File: src/rtl/rbd_pkg.sv
// package for the rotate and bcd digit unit: opcode fields, cycle counts, carriers
// assumes a 16-bit instruction word and flags held by the surrounding processor
package rbd_pkg;
   // first-word opcode fields
   localparam logic [6:0] ROT_GROUP = 7'h59;      // 10 11001
   localparam logic [7:0] DIG_LEFT_OP = 8'hbe;    // 10 111110
   localparam logic [7:0] DIG_RIGHT_OP = 8'hbc;   // 10 111100
   localparam logic [1:0] SUB_RL = 2'h0;
   localparam logic [1:0] SUB_RR = 2'h1;
   localparam logic [1:0] SUB_RLC = 2'h2;
   localparam logic [1:0] SUB_RRC = 2'h3;
   // field positions in the instruction word
   localparam int OP_HI = 15;
   localparam int GRP_LO = 9;
   localparam int OP8_LO = 8;
   localparam int SIZE_BIT = 8;
   localparam int SUB_HI = 3;
   localparam int SUB_LO = 2;
   localparam int CNT_BIT = 1;
   localparam int ZERO_BIT = 0;
   // execution lengths in clock cycles
   localparam logic [3:0] CYC_ROT1 = 4'h6;
   localparam logic [3:0] CYC_ROT2 = 4'h7;
   localparam logic [3:0] CYC_DIG = 4'h9;

   typedef enum {RBD_IDLE, RBD_BUSY} rbd_state_t;

   // flags as seen by the unit
   typedef struct packed {
      logic carry;
      logic zero;
      logic sign;
      logic overflow;
      logic dec_adjust;
      logic half_carry;
   } rbd_flags_t;

   // operation request from decoder and register file
   typedef struct packed {
      logic [15:0] instr;
      logic [15:0] operand;
      logic [7:0] link_byte;
      logic [7:0] src_byte;
   } rbd_req_t;
endpackage : rbd_pkg

File: src/rtl/rbd_unit.sv
// rotate and bcd digit unit: executes single-register rotates and digit rotates
// assumes decoder gives one-cycle start with instruction and operands on the same clock
// Overview of operation
// - left through carry: old carry enters bit 0
// - omitted count means rotate by one
// - carry out is last bit leaving msb
// - zero flag set when rotated result zero
// - sign flag copies result top bit
// - overflow on top-bit change; others unchanged
// - decode left through carry, sub field 10
// - count bit zero one, one two
// - rotate takes six or seven cycles
// - decode plain right rotate, sub field 01
// - right rotate: bit 0 to msb, carry
// - decode right through carry, sub field 11
// - right through carry: carry into msb
// - digit left nibble movement, opcode 10111110
// - digit right nibble movement
// - digit: carry kept, zero from link
// - digit: sign free, others unchanged
// - decode digit right; digits take nine cycles
module rbd_unit (
   input wire logic clk,
   input wire logic reset_n,
   input wire logic start,
   input rbd_pkg::rbd_req_t req,
   input rbd_pkg::rbd_flags_t flags_in,
   output logic busy,
   output logic done,
   output logic illegal,
   output logic [15:0] result,
   output logic [7:0] link_result,
   output logic [7:0] src_result,
   output logic writes_word,
   output logic digit_op,
   output rbd_pkg::rbd_flags_t flags_out
);

   // one rotate step at the given width; in_bit is the bit entering the far end
   function automatic logic [15:0] rot_left(input logic [15:0] v, input logic in_bit,
                                            input logic is_word);
      logic [15:0] r;
      r = {v[14:0], in_bit};
      if (!is_word) begin
         r[15:8] = 8'h00;
      end
      return r;
   endfunction : rot_left

   function automatic logic [15:0] rot_right(input logic [15:0] v, input logic in_bit,
                                             input logic is_word);
      logic [15:0] r;
      r = {1'b0, v[15:1]};
      if (is_word) begin
         r[15] = in_bit;
      end else begin
         r[15:8] = 8'h00;
         r[7] = in_bit;
      end
      return r;
   endfunction : rot_right

   function automatic logic top_bit(input logic [15:0] v, input logic is_word);
      return is_word ? v[15] : v[7];
   endfunction : top_bit

   // decode
   localparam int OP_HI_W = rbd_pkg::OP_HI;
   localparam int GRP_LO_W = rbd_pkg::GRP_LO;
   wire [15:0] ins = req.instr;
   wire is_rot = (ins[OP_HI_W:GRP_LO_W] == rbd_pkg::ROT_GROUP)
                 && !ins[rbd_pkg::ZERO_BIT];
   wire [1:0] sub = ins[rbd_pkg::SUB_HI:rbd_pkg::SUB_LO];
   wire is_word = ins[rbd_pkg::SIZE_BIT];
   wire two_steps = ins[rbd_pkg::CNT_BIT];
   wire is_dl = (ins[OP_HI_W:rbd_pkg::OP8_LO] == rbd_pkg::DIG_LEFT_OP);
   wire is_dr = (ins[OP_HI_W:rbd_pkg::OP8_LO] == rbd_pkg::DIG_RIGHT_OP);
   wire is_dig = is_dl || is_dr;

   // one and two bitwise steps of each rotate kind
   wire [15:0] opnd = is_word ? req.operand : {8'h00, req.operand[7:0]};
   logic [15:0] s1_val;
   logic s1_c;
   logic [15:0] s2_val;
   logic s2_c;
   logic [15:0] rot_val;
   logic rot_c;
   always_comb begin
      s1_val = opnd;
      s1_c = flags_in.carry;
      s2_val = opnd;
      s2_c = flags_in.carry;
      case (sub)
         rbd_pkg::SUB_RL: begin
            s1_val = rot_left(opnd, top_bit(opnd, is_word), is_word);
            s1_c = top_bit(opnd, is_word);
            s2_val = rot_left(s1_val, top_bit(s1_val, is_word), is_word);
            s2_c = top_bit(s1_val, is_word);
         end
         rbd_pkg::SUB_RLC: begin
            s1_val = rot_left(opnd, flags_in.carry, is_word);
            s1_c = top_bit(opnd, is_word);
            s2_val = rot_left(s1_val, s1_c, is_word);
            s2_c = top_bit(s1_val, is_word);
         end
         rbd_pkg::SUB_RR: begin
            s1_val = rot_right(opnd, opnd[0], is_word);
            s1_c = opnd[0];
            s2_val = rot_right(s1_val, s1_val[0], is_word);
            s2_c = s1_val[0];
         end
         default: begin
            s1_val = rot_right(opnd, flags_in.carry, is_word);
            s1_c = opnd[0];
            s2_val = rot_right(s1_val, s1_c, is_word);
            s2_c = s1_val[0];
         end
      endcase
      rot_val = two_steps ? s2_val : s1_val;
      rot_c = two_steps ? s2_c : s1_c;
   end

   // sign changed if the top bit differed at any point of the rotation
   wire top0 = top_bit(opnd, is_word);
   wire top1 = top_bit(s1_val, is_word);
   wire top2 = top_bit(s2_val, is_word);
   wire sign_chg = two_steps ? ((top0 != top1) || (top1 != top2)) : (top0 != top1);

   // digit nibble moves
   wire [7:0] lnk = req.link_byte;
   wire [7:0] srcb = req.src_byte;
   wire [7:0] dl_link = {lnk[7:4], srcb[7:4]};
   wire [7:0] dl_src = {srcb[3:0], lnk[3:0]};
   wire [7:0] dr_link = {lnk[7:4], srcb[3:0]};
   wire [7:0] dr_src = {lnk[3:0], srcb[7:4]};
   wire [7:0] dig_link = is_dl ? dl_link : dr_link;
   wire [7:0] dig_src = is_dl ? dl_src : dr_src;

   // flag results
   rbd_pkg::rbd_flags_t rot_flags;
   rbd_pkg::rbd_flags_t dig_flags;
   always_comb begin
      rot_flags = flags_in;
      rot_flags.carry = rot_c;
      rot_flags.zero = (rot_val == 16'h0000);
      rot_flags.sign = top_bit(rot_val, is_word);
      rot_flags.overflow = sign_chg;
      dig_flags = flags_in;
      dig_flags.zero = (dig_link == 8'h00);
      dig_flags.sign = dig_link[7];
   end

   // sequencer state, declared ahead of its readers
   rbd_pkg::rbd_state_t state_r;
   rbd_pkg::rbd_state_t state_nxt;
   logic busy_r;
   logic [3:0] cnt_r;
   logic [3:0] cnt_nxt;

   // cycle length of the accepted operation
   wire [3:0] op_len = is_dig ? rbd_pkg::CYC_DIG
                       : (two_steps ? rbd_pkg::CYC_ROT2 : rbd_pkg::CYC_ROT1);
   wire accept = start && !busy_r;
   wire legal = is_rot || is_dig;
   wire last = (state_r == rbd_pkg::RBD_BUSY) && (cnt_r == 4'h1);

   // sequencing: result appears after the documented cycle count
   always_comb begin
      state_nxt = state_r;
      cnt_nxt = cnt_r;
      case (state_r)
         rbd_pkg::RBD_IDLE: begin
            if (start && legal) begin
               state_nxt = rbd_pkg::RBD_BUSY;
               cnt_nxt = op_len - 4'h1;
            end
         end
         rbd_pkg::RBD_BUSY: begin
            cnt_nxt = cnt_r - 4'h1;
            if (cnt_r == 4'h1) begin
               state_nxt = rbd_pkg::RBD_IDLE;
            end
         end
         default: begin
            state_nxt = rbd_pkg::RBD_IDLE;
         end
      endcase
   end

   always_ff @(posedge clk or negedge reset_n) begin
      if (!reset_n) begin
         state_r <= rbd_pkg::RBD_IDLE;
         cnt_r <= 4'h0;
         busy_r <= 1'b0;
      end else begin
         state_r <= state_nxt;
         cnt_r <= cnt_nxt;
         busy_r <= (state_nxt == rbd_pkg::RBD_BUSY);
      end
   end

   // captured results, released with done
   logic [15:0] res_r;
   logic [7:0] lres_r;
   logic [7:0] sres_r;
   logic word_r;
   logic dig_r;
   rbd_pkg::rbd_flags_t fl_r;
   always_ff @(posedge clk or negedge reset_n) begin
      if (!reset_n) begin
         res_r <= 16'h0000;
         lres_r <= 8'h00;
         sres_r <= 8'h00;
         word_r <= 1'b0;
         dig_r <= 1'b0;
         fl_r <= '0;
      end else if (accept && legal) begin
         res_r <= rot_val;
         lres_r <= dig_link;
         sres_r <= dig_src;
         word_r <= is_word && !is_dig;
         dig_r <= is_dig;
         fl_r <= is_dig ? dig_flags : rot_flags;
      end
   end

   // outputs from flops
   always_ff @(posedge clk or negedge reset_n) begin
      if (!reset_n) begin
         busy <= 1'b0;
         done <= 1'b0;
         illegal <= 1'b0;
         result <= 16'h0000;
         link_result <= 8'h00;
         src_result <= 8'h00;
         writes_word <= 1'b0;
         digit_op <= 1'b0;
         flags_out <= '0;
      end else begin
         busy <= (state_nxt == rbd_pkg::RBD_BUSY);
         done <= last;
         illegal <= accept && !legal;
         if (last) begin
            result <= res_r;
            link_result <= lres_r;
            src_result <= sres_r;
            writes_word <= word_r;
            digit_op <= dig_r;
            flags_out <= fl_r;
         end
      end
   end
endmodule : rbd_unit

File: config.mk
export PLATFORM = sky130hd
export DESIGN_NAME = rbd_unit
export DESIGN_NICKNAME = d
export VERILOG_FILES = /design/src/rtl/rbd_pkg.sv /design/src/rtl/rbd_unit.sv
export SDC_FILE = /design/constraint.sdc
export NUM_CORES = 1
export LEC_CHECK = 0
export BUFFER_PORTS_ARGS = -buffer_cell sky130_fd_sc_hd__buf_2
export CORE_UTILIZATION = 59
export DETAILED_ROUTE_END_ITERATION = 10
export GPL_TIMING_DRIVEN = 0
export PLACE_DENSITY = 0.84
export SLEW_MARGIN = 5
export SYNTH_ARGS = -nofsm -noshare
export SYNTH_HDL_FRONTEND = slang
export SYNTH_SLANG_ARGS = --single-unit
File: constraint.sdc
create_clock -name clk -period 6 [get_ports clk]
set_input_delay 1.2 -clock clk [delete_from_list [all_inputs] [get_ports clk]]
set_output_delay 1.2 -clock clk [all_outputs]
set_load 0.05 [all_outputs]
==> flow_metrics.env, run 1 <==
export IMPL_status="completed"
export IMPL_worst_slew_pin_transition_ns=0.610
export IMPL_vdd_ir_drop_max_v=0.000244
export IMPL_syn_instance_count=416
export IMPL_synth_seq_cells=119
export IMPL_port_buffers=91
export IMPL_clk_latency_ns=0.51
export IMPL_max_slew_margin_pct=59.0
export IMPL_fin_total_pwr_mw=1.93
export IMPL_clkPwrFrac_pct=47.5
export IMPL_arrival_ns=3.28
export IMPL_drive_gt1_share_pct=26.7
export IMPL_period_needed_ns=2.86
export IMPL_n_antenna_cell=0
export IMPL_antenna_found_initial=0
export IMPL_cts_root_buf="clkbuf_8"
export IMPL_first_global_vias=3704
export IMPL_clock_sinks=119
export IMPL_cts_resized=0
export IMPL_yosys_top_cells_count="dfrtp_1, mux2_1, nand2_1, o21ai_1, mux2i_1"
export IMPL_grt_start_max_net_pins=62
export IMPL_ys_seq_area_share_pct=56.6
export IMPL_drc=0
export IMPL_yosysTopAreaCellShare_pct=56.6
export IMPL_initial_utilization_pct=60.6
export IMPL_synth_most_common_cell="dfrtp_1"
export IMPL_num_io_pins=100
export IMPL_period_share_pct=47.7
export IMPL_die_x_microns=96.4
export IMPL_max_freq_ghz=0.350
export IMPL_vias_per_cell=5.76
export IMPL_dr_pass1_iters=5
export IMPL_drt_first_iter_violations=170
export IMPL_critPathRequiredTime_ns=6.42
export IMPL_dp_hpwl_microns=8540
export IMPL_vias=3905
export IMPL_p_int_mw=1.45
export IMPL_gr_total_overflow=0
export IMPL_power_switching_mw=0.478
export IMPL_timing_final_ws_setup_ns=3.14
export IMPL_core_area_sq_um=8680
export IMPL_multi_input_area_sq_um=2250
export IMPL_seqPwrFrac_pct=44.8
export IMPL_synth_area_leader_cell="dfrtp_1"
export IMPL_track_usage_pct=27.4
export IMPL_cts_tree="built"
export IMPL_synth_area_per_cell_sq_um=12.7
export IMPL_clk_pin_slew_worst_paths_ns=0.06
export IMPL_antenna_left=0
export IMPL_area_delta_synth_final_pct=24.4
export IMPL_combPwrFrac_pct=7.7
export IMPL_fin_setup_tns_ns=0
export IMPL_synthTopCellsByArea="dfrtp_1, mux2_1, mux2i_1"
export IMPL_wl_per_cell_microns=17.7
export IMPL_skew_ns=0.00993
export IMPL_dieArea_sq_um=9300
export IMPL_dp_slack_ns=2.64
export IMPL_top_layer_used="met4"
export IMPL_drt_met1_wl_microns=5140
export IMPL_powerDensity_nw_per_um2=294
export IMPL_htreeDepth=4
export IMPL_synth_edf_count=0
export IMPL_wl_met3_microns=683
export IMPL_critPathMaxFanout=10
export IMPL_hp_class="reg2reg"
export IMPL_rsz0062_at_grt="no"
export IMPL_cts_max_path_buffers=2
export IMPL_leakage_nw=3.39
export IMPL_finalMaxSlewViolations=0
export IMPL_drt_wl_total_microns=12000
export IMPL_max_cap_violations=0
export IMPL_worst_setup_path_end_kind="register"
export IMPL_grt_pass1_wl_microns=18500
export IMPL_ff_latch_area_sq_um=2980
export IMPL_fill_cells=614
export IMPL_finalSetupViolations=0
export IMPL_fp_row_count=34
export IMPL_swShare_pct=24.8
export IMPL_hold_buffers=0
export IMPL_synthFlopType="dfrtp_1"
export IMPL_nets=616
export IMPL_synthDistinctLibCells=57
export IMPL_synth_async_sr_flop_share_pct=100
export IMPL_crit_type="in2reg"
export IMPL_post_cts_buffers=0
export IMPL_die_h_microns=96.4
export IMPL_syn_area_sq_um=5260
export IMPL_wl_met2_microns=5910
export IMPL_finalHoldViolCount=0
export IMPL_finalWeightedCongestion=0.952
export IMPL_ys_warnings_count=0
export IMPL_critPathLaunchType="primary input"
export IMPL_cts_made_buffers=17
-- layer usage --
metal / GRT usage, % / vias up
met5: 0 / -
met4: 13.5 / 0
met3: 5.16 / 22
met2: 44.9 / 141
met1: 35.1 / 1965
li1: - / 1777
-- kinds of logic (layout without fill, tap and decap cells) --
| family | count (synthesis) | count (layout) | share of synthesized area [%] |
|---|---|---|---|
| flip-flops | 119 | 119 | 56.6 |
| other | 1 | 31 | 0.0713 |
| multiplexers | 90 | 90 | 21.7 |
| AND/OR/NAND/NOR | 102 | 102 | 9.75 |
| buffers and inverters | 33 | 157 | 2.76 |
| adder cells (fa/ha/maj) | 2 | 2 | 0.475 |
| AO/OA/AOI/OAI | 67 | 67 | 8.35 |
| XOR/XNOR | 2 | 2 | 0.333 |
-- power by group through the flow --
stage / sequential, mW / combinational, mW / clock, mW
floorplan: 0.871 / 0.0816 / 0
global placement: 0.873 / 0.140 / 0
detailed placement: 0.876 / 0.147 / 0
CTS: 0.863 / 0.148 / 0.926
global route: 0.867 / 0.165 / 0.959
finish: 0.863 / 0.148 / 0.916
-- critical path, stage by stage --
cell	delay, ns
buf_2	0.26
and3b_1	0.21
buf_2	0.17
o2111ai_1	0.34
buf_2	0.34
clkbuf_1	0.46
nand2_1	0.13
o21ai_1	0.14
-- sequential cells by signal (all words and copies together), names as in the netlist --
name	flops
src_result	8
res_r	16
busy	1
link_result	8
result	16
writes_word	1
dig_r	1
flags_out	6
fl_r	6
digit_op	1
state_r	32
done	1
word_r	1
cnt_r	4
illegal	1
lres_r	8
sres_r	8
-- placed cells by master (no fill, tap or decap), types with 4 or more instances in the layout --
master | Yosys | final
a211oi_1 | 4 | 4
a21oi_1 | 6 | 6
buf_2 | 11 | 101
clkbuf_1 | 11 | 11
clkbuf_16 | 0 | 16
clkbuf_8 | 0 | 4
clkinvlp_4 | 0 | 4
conb_1 | 1 | 31
dfrtp_1 | 119 | 119
inv_1 | 10 | 10
mux2_1 | 55 | 55
mux2i_1 | 21 | 21
mux4_1 | 5 | 5
mux4_2 | 7 | 7
nand2_1 | 45 | 45
nand2b_1 | 4 | 4
nand4_1 | 5 | 5
nor2_1 | 13 | 13
nor3_1 | 4 | 4
nor4_1 | 12 | 12
o21ai_0 | 6 | 6
o21ai_1 | 27 | 27
-- cell type report --
class	count	area share, %
multi-input combinational	294	34.4
buffer	23	1.64
inverter	10	0.573
timing repair buffer	92	7.47
clock buffer	20	6.96
sequential	119	45.5
tap	108	2.06
clock inverter	12	1.41
-- worst paths after layout --
path                       slack [ns]             end   startpoint  cells after the start
min reg2reg                      0.48       result[0]    result[0]                      1
max in group asynchronous        4.67       result[6]      reset_n                      2
min                              0.48       result[0]    result[0]                      1
max reg2reg                      3.38       result[6]  state_r[28]                      5
max                              3.14       sres_r[3]      req[40]                      8
min in group asynchronous        0.65  link_result[5]      reset_n                      1
-- through the flow --
stage               instance area (sq um)  hold slack (ns)  util (%)  std cells
detailed placement                   6000            0.469      69.1        646
CTS                                  6550            0.482      75.4        678
global placement                     5970            0.460      68.7        645
floorplan                            5380            0.445         -        446
finish                               6550            0.478      75.4        678
global route                         6550            0.495      75.4        678
No activity file was read; power rests on OpenSTA's default activity.
==> inputs of run 2 (changes only) <==
Settings changed: ABC_AREA set to 1, CORE_UTILIZATION 59 to 50, PLACE_DENSITY 0.84 to 0.76.
Clock period 6 ns to 2.3 ns, I/O delays scaled along.
==> run 2 against run 1 <==
Via count grew 24%. Combinational power grew to 2.9 times the previous value. Clock skew shrank 0.0022 ns. Register-to-register slack lost 2.9 ns. Synthesized cell count grew 61%. Sequential power grew to 2.6 times the previous value. Global-route usage shrank 1.5 points. Critical path type is now reg2reg. Critical endpoint is now result[9].
==> flow_metrics.env, run 2 <==
export IMPL_status="completed"
export IMPL_fin_hold_ws_ns=0.157
export IMPL_yosysTopAreaCellShare_pct=54.7
export IMPL_powerDensity_nw_per_um2=779
export IMPL_leakage_nw=3.84
export IMPL_ys_warnings_count=0
export IMPL_hold_buffers=1
export IMPL_synthFlopType="dfrtp_1"
export IMPL_core_area_sq_um=10500
export IMPL_dieArea_sq_um=11300
export IMPL_clk_pin_slew_worst_paths_ns=0.05
export IMPL_vias=4849
export IMPL_cts_tree="built"
export IMPL_synth_seq_cells=119
export IMPL_dp_hpwl_microns=9690
export IMPL_n_antenna_cell=0
export IMPL_wl_per_cell_microns=14.1
export IMPL_cts_resized=0
export IMPL_vdd_ir_drop_max_v=0.000394
export IMPL_finalMaxSlewViolations=0
export IMPL_hp_class="in2reg"
export IMPL_synth_most_common_cell="nand2_1"
export IMPL_nets=871
export IMPL_cts_max_path_buffers=2
export IMPL_drc=0
export IMPL_worst_slew_pin_transition_ns=0.506
export IMPL_clk_latency_ns=0.52
export IMPL_final_cell_mix="nand2_1, dfrtp_1, buf_2"
export IMPL_max_cap_violations=0
export IMPL_post_cts_buffers=0
export IMPL_dpl_cell_area_sq_um=6220
export IMPL_skew_ns=0.00770
export IMPL_track_usage_pct=25.9
export IMPL_ys_seq_area_share_pct=54.7
export IMPL_timing_final_ws_setup_ns=0.455
export IMPL_synthDistinctLibCells=31
export IMPL_critPathRequiredTime_ns=2.70
export IMPL_finalSetupViolations=0
export IMPL_cts_made_buffers=17
export IMPL_synth_async_sr_flop_share_pct=100
export IMPL_drive_gt1_share_pct=20.2
export IMPL_first_global_vias=4872
export IMPL_cts_root_buf="clkbuf_8"
export IMPL_initial_utilization_pct=52.1
export IMPL_instances_no_fill=959
export IMPL_area_delta_synth_final_pct=25.1
export IMPL_antenna_found_initial=0
export IMPL_reg_largest_list="state_r: 32 flops, res_r: 16 flops, result: 16 flops"
export IMPL_period_share_pct=80.2
export IMPL_worst_setup_path_end_kind="register"
export IMPL_num_io_pins=100
export IMPL_top_register="state_r"
export IMPL_fp_row_count=37
export IMPL_dr_pass1_iters=5
export IMPL_final_area_sq_um=6810
export IMPL_critPathLaunchType="register"
export IMPL_critPathMaxStageDelay_ns=0.46
export IMPL_synth_edf_count=0
export IMPL_max_slew_margin_pct=66.3
export IMPL_fin_total_pwr_mw=5.31
export IMPL_syn_area_sq_um=5450
export IMPL_yosys_top_cells_count="nand2_1, dfrtp_1, nand3_1, inv_1, nor2_1"
export IMPL_synthTopCellsByArea="dfrtp_1, nand2_1, nand3_1"
export IMPL_antenna_left=0
export IMPL_finalWeightedCongestion=0.893
export IMPL_fill_cells=909
export IMPL_path_cells="nor2_1 > nand2_1 > nor4_2 > nand3_2 > buf_2 > nand2_1 > nand2_1"
export IMPL_gr_total_overflow=0
export IMPL_placed_cells=928
export IMPL_critPathMaxFanout=10
export IMPL_die_h_microns=106
export IMPL_period_needed_ns=1.84
export IMPL_dp_slack_ns=0.360
export IMPL_vias_per_cell=5.06
export IMPL_crit_slowest_cell="nor4_2"
export IMPL_synth_area_per_cell_sq_um=8.13
export IMPL_drt_wl_total_microns=13500
export IMPL_largest_register_ffs=32
export IMPL_layout_commonest_cell="nand2_1"
export IMPL_grt_pass1_wl_microns=22600
export IMPL_clock_sinks=119
export IMPL_port_buffers=91
export IMPL_grt_start_max_net_pins=73
export IMPL_htreeDepth=4
export IMPL_rsz0062_at_grt="no"
export IMPL_die_x_microns=106
export IMPL_drt_first_iter_violations=288
export IMPL_synth_area_leader_cell="dfrtp_1"
export IMPL_arrival_ns=2.25
export IMPL_crit_path_frequent_cell="nand2_1"
export IMPL_crit_type="reg2reg"
export IMPL_syn_instance_count=670
export IMPL_max_freq_ghz=0.542
export IMPL_finalHoldViolCount=0
run 2: cell types whose count changed after synthesis, moves of 15 or more:
cell | before | now
nand2_1 | 45 | 270
mux2_1 | 55 | 0
o21ai_0 | 6 | 21
mux2i_1 | 21 | 4
nor2_1 | 13 | 44
inv_1 | 10 | 48
nand3_1 | 1 | 53
run 2: where the power goes:
part,total [mW],internal (mW),switching (mW)
clock network,2.61,1.72,0.889
logic,0.436,0.150,0.286
registers,2.26,2.22,0.0484
run 2: layout make-up:
class                           instances  area (sq um)  area share, %
Tap cell                              136           170           2.50
Multi-Input combinational cell        499          2200           32.2
Sequential cell                       119          2980           43.7
Inverter                               51           191           2.81
Clock buffer                           22           463           6.79
Clock inverter                          8           123           1.80
Timing Repair Buffer                   93           499           7.33
Buffer                                 31           193           2.83
run 2: kinds of logic after synthesis:
kind of cell	after synthesis	synth area share, %
flip-flops	119	54.7
other	1	0.0689
adder cells (fa/ha/maj)	2	0.459
AND/OR/NAND/NOR	391	30.2
buffers and inverters	82	7.05
XOR/XNOR	2	0.322
AO/OA/AOI/OAI	69	6.48
multiplexers	4	0.735
run 2: path summary, 6_finish.rpt:
check,start,end,slack [ns],cells past startpoint
worst max-delay path,state_r[10],result[9],0.46,7
min in group asynchronous,reset_n,state_r[19],0.45,2
max in group asynchronous,reset_n,flags_out[2],1.16,3
worst max register to register,state_r[10],result[9],0.46,7
worst min register to register,sres_r[4],src_result[4],0.47,2
worst min-delay path,flags_in[1],fl_r[1],0.16,3
run 2: stage by stage:
stage	setup TNS [ns]	utilization, %
2_1_floorplan	0	-
3_3_place_gp	-59.63	59.1
3_5_place_dp	0	59.4
4_1_cts	0	65.1
5_1_grt	0	65.1
6_report	0	65.1
run 2: per-layer routing:
metal / GRT usage (%) / wire [microns]
met1: 32.6 / 5770
met4: 11.3 / 444
met2: 42.7 / 6580
met5: 0 / 0
met3: 5.89 / 714
run 2: critical path: cells and delay by family (launching register included):
| kind | cells | cell delay, ns |
|---|---|---|
| buffers and inverters | 1 | 0.28 |
| flip-flops | 1 | 0.37 |
| AND/OR/NAND/NOR | 6 | 1.08 |
==> inputs of run 3 (changes only) <==
Settings changed: CORE_UTILIZATION 50 to 56, PLACE_DENSITY 0.76 to 0.8.
Clock period 2.3 ns to 1.8 ns, I/O delays scaled along.
==> run 3 against run 2 <==
Non-clock buffer count is 3 higher. Worst hold slack worse by 0.096 ns. Clock skew is 0.0014 ns higher. Via count is 2.1% higher. Utilization is 8.0 points higher. First-iteration DRC count is 18% lower. Sequential cell count stayed put. Critical path type unchanged. Critical endpoint is now flags_out[5]. Largest cell class unchanged. Largest power group unchanged.
==> flow_metrics.env, run 3 (same netlist as run 2, synthesis figures left out) <==
export IMPL_status="completed"
export IMPL_initial_utilization_pct=58.4
export IMPL_die_x_microns=101
export IMPL_r2r_end="flags_out[5]"
export IMPL_worst_setup_path_end_kind="register"
export IMPL_port_buffers=91
export IMPL_cts_made_buffers=17
export IMPL_worst_slew_pin_transition_ns=0.572
export IMPL_track_usage_pct=28.5
export IMPL_max_cap_violations=0
export IMPL_vias=4952
export IMPL_num_io_pins=100
export IMPL_clock_sinks=119
export IMPL_reg_largest_list="state_r: 32 flops, res_r: 16 flops, result: 16 flops"
export IMPL_die_h_microns=101
export IMPL_finalMaxSlewViolations=0
export IMPL_hp_class="in2reg"
export IMPL_vias_per_cell=5.17
export IMPL_whs_path_depth=3
export IMPL_fp_row_count=35
export IMPL_critPathRequiredTime_ns=2.20
export IMPL_antenna_left=0
export IMPL_top_register="state_r"
export IMPL_reg2reg_from="state_r[2]"
export IMPL_nets=874
export IMPL_largest_register_ffs=32
export IMPL_instances_no_fill=957
export IMPL_final_cell_mix="nand2_1, dfrtp_1, buf_2"
export IMPL_skew_ns=0.00909
export IMPL_dieArea_sq_um=10100
export IMPL_arrival_ns=2.11
export IMPL_core_area_sq_um=9330
export IMPL_first_global_vias=4817
export IMPL_period_needed_ns=1.71
export IMPL_clk_latency_ns=0.52
export IMPL_cts_max_path_buffers=2
export IMPL_grt_pass1_wl_microns=22100
export IMPL_drive_gt1_share_pct=21.4
export IMPL_cts_tree="built"
export IMPL_grt_use_met3_pct=5.55
export IMPL_layout_commonest_cell="nand2_1"
export IMPL_rrSetupSlack_ns=0.09
export IMPL_area_delta_synth_final_pct=25.3
export IMPL_gr_total_overflow=0
export IMPL_antenna_found_initial=0
export IMPL_grt_util_met2_pct=47.9
export IMPL_met1_usage_pct=36.2
export IMPL_placed_cells=921
export IMPL_n_antenna_cell=0
export IMPL_r2r_cells=7
export IMPL_drt_first_iter_violations=235
export IMPL_powerDensity_nw_per_um2=953
export IMPL_finalWeightedCongestion=0.931
export IMPL_leakage_nw=3.86
export IMPL_fin_setup_tns_ns=0
export IMPL_clk_pin_slew_worst_paths_ns=0.06
export IMPL_holdPathEnd="fl_r[0]"
export IMPL_critPathLaunchType="register"
export IMPL_period_share_pct=94.8
export IMPL_max_freq_ghz=0.586
export IMPL_wl_per_cell_microns=14.2
export IMPL_fin_hold_ws_ns=0.0609
export IMPL_dr_pass1_iters=5
export IMPL_finalSetupViolations=0
export IMPL_dp_slack_ns=-0.0125
export IMPL_htreeDepth=4
export IMPL_min_delay_start="flags_in[0]"
export IMPL_vdd_ir_drop_max_v=0.000695
export IMPL_dp_hpwl_microns=9650
export IMPL_critPathMaxFanout=10
export IMPL_drc=0
export IMPL_grt_start_max_net_pins=72
export IMPL_busiest_layer="met2"
export IMPL_max_slew_margin_pct=61.9
export IMPL_finalHoldViolCount=0
export IMPL_timing_final_ws_setup_ns=0.0936
export IMPL_drt_wl_total_microns=13600
export IMPL_crit_type="reg2reg"
export IMPL_cts_root_buf="clkbuf_8"
[run 3: cell count changes in the layout (fill, tap and decap cells not counted), moves of 2 or more]
cell | previous run | this run
nand2_1 | 270 | 268
inv_6 | 0 | 4
nand2_2 | 3 | 5
clkbuf_1 | 3 | 1
clkbuf_8 | 4 | 2
buf_4 | 3 | 5
buf_2 | 111 | 109
bufinv_16 | 3 | 0
clkinv_4 | 0 | 5
clkbuf_4 | 0 | 2
[run 3: power by group]
part	leakage (nW)	switching, mW	internal, mW
logic	2.08	0.372	0.192
registers	1.52	0.0614	2.83
clock network	0.264	1.29	1.76
total	3.86	1.73	4.78
[run 3: worst max-delay path by stage]
stage                            from           end  slack (ns)  cells past startpoint
final                      state_r[2]  flags_out[5]        0.09                      7
after global routing       state_r[2]      cnt_r[0]       -0.05                      9
after CTS                 state_r[20]  flags_out[5]        0.04                      8
after detailed placement      req[42]     res_r[12]       -0.01                      9
after global placement        reset_n      res_r[8]       -0.95                      1
after floorplan               req[40]     lres_r[1]        0.31                     11
[run 3: cell type report]
class	instances	area, sq um
inverter	51	194
timing repair buffer	96	522
multi-input combinational	499	2230
tap	129	161
clock inverter	14	115
sequential	119	2980
clock buffer	18	428
buffer	31	201
fill	709	2500
[run 3: per-layer routing]
| layer | part of all wire, % | wire length (microns) |
|---|---|---|
| met2 | 48 | 6540 |
| met1 | 43 | 5850 |
| met5 | 0 | 0 |
| met3 | 6.6 | 891 |
| met4 | 2.4 | 321 |
[run 3: stage by stage]
stage | instance area, sq um | total power, mW | util [%]
2_1_floorplan | 5560 | 3.24 | -
3_3_place_gp | 6180 | 3.45 | 66.2
3_5_place_dp | 6210 | 3.48 | 66.6
4_1_cts | 6770 | 6.54 | 72.6
5_1_grt | 6830 | 6.74 | 73.2
6_report | 6830 | 6.50 | 73.2
[run 3: timing repair]
| item | 4_1_cts | 5_1_grt |
|---|---|---|
| gates resized for setup | 1 | 9 |
| setup buffers | 0 | 3 |
| setup endpoints to repair | 1 | 39 |
| hold buffers | 1 | 0 |
| pin swaps | 1 | 3 |
| hold endpoints to repair | 48 | 0 |
[run 3: critical path: stages (launching register included)]
cell	delay, ns
dfrtp_1	0.37
nor2_2	0.14
nand3_2	0.10
nor4_4	0.43
nand3_4	0.17
clkbuf_4	0.24
nand2_1	0.09
o21ai_1	0.06
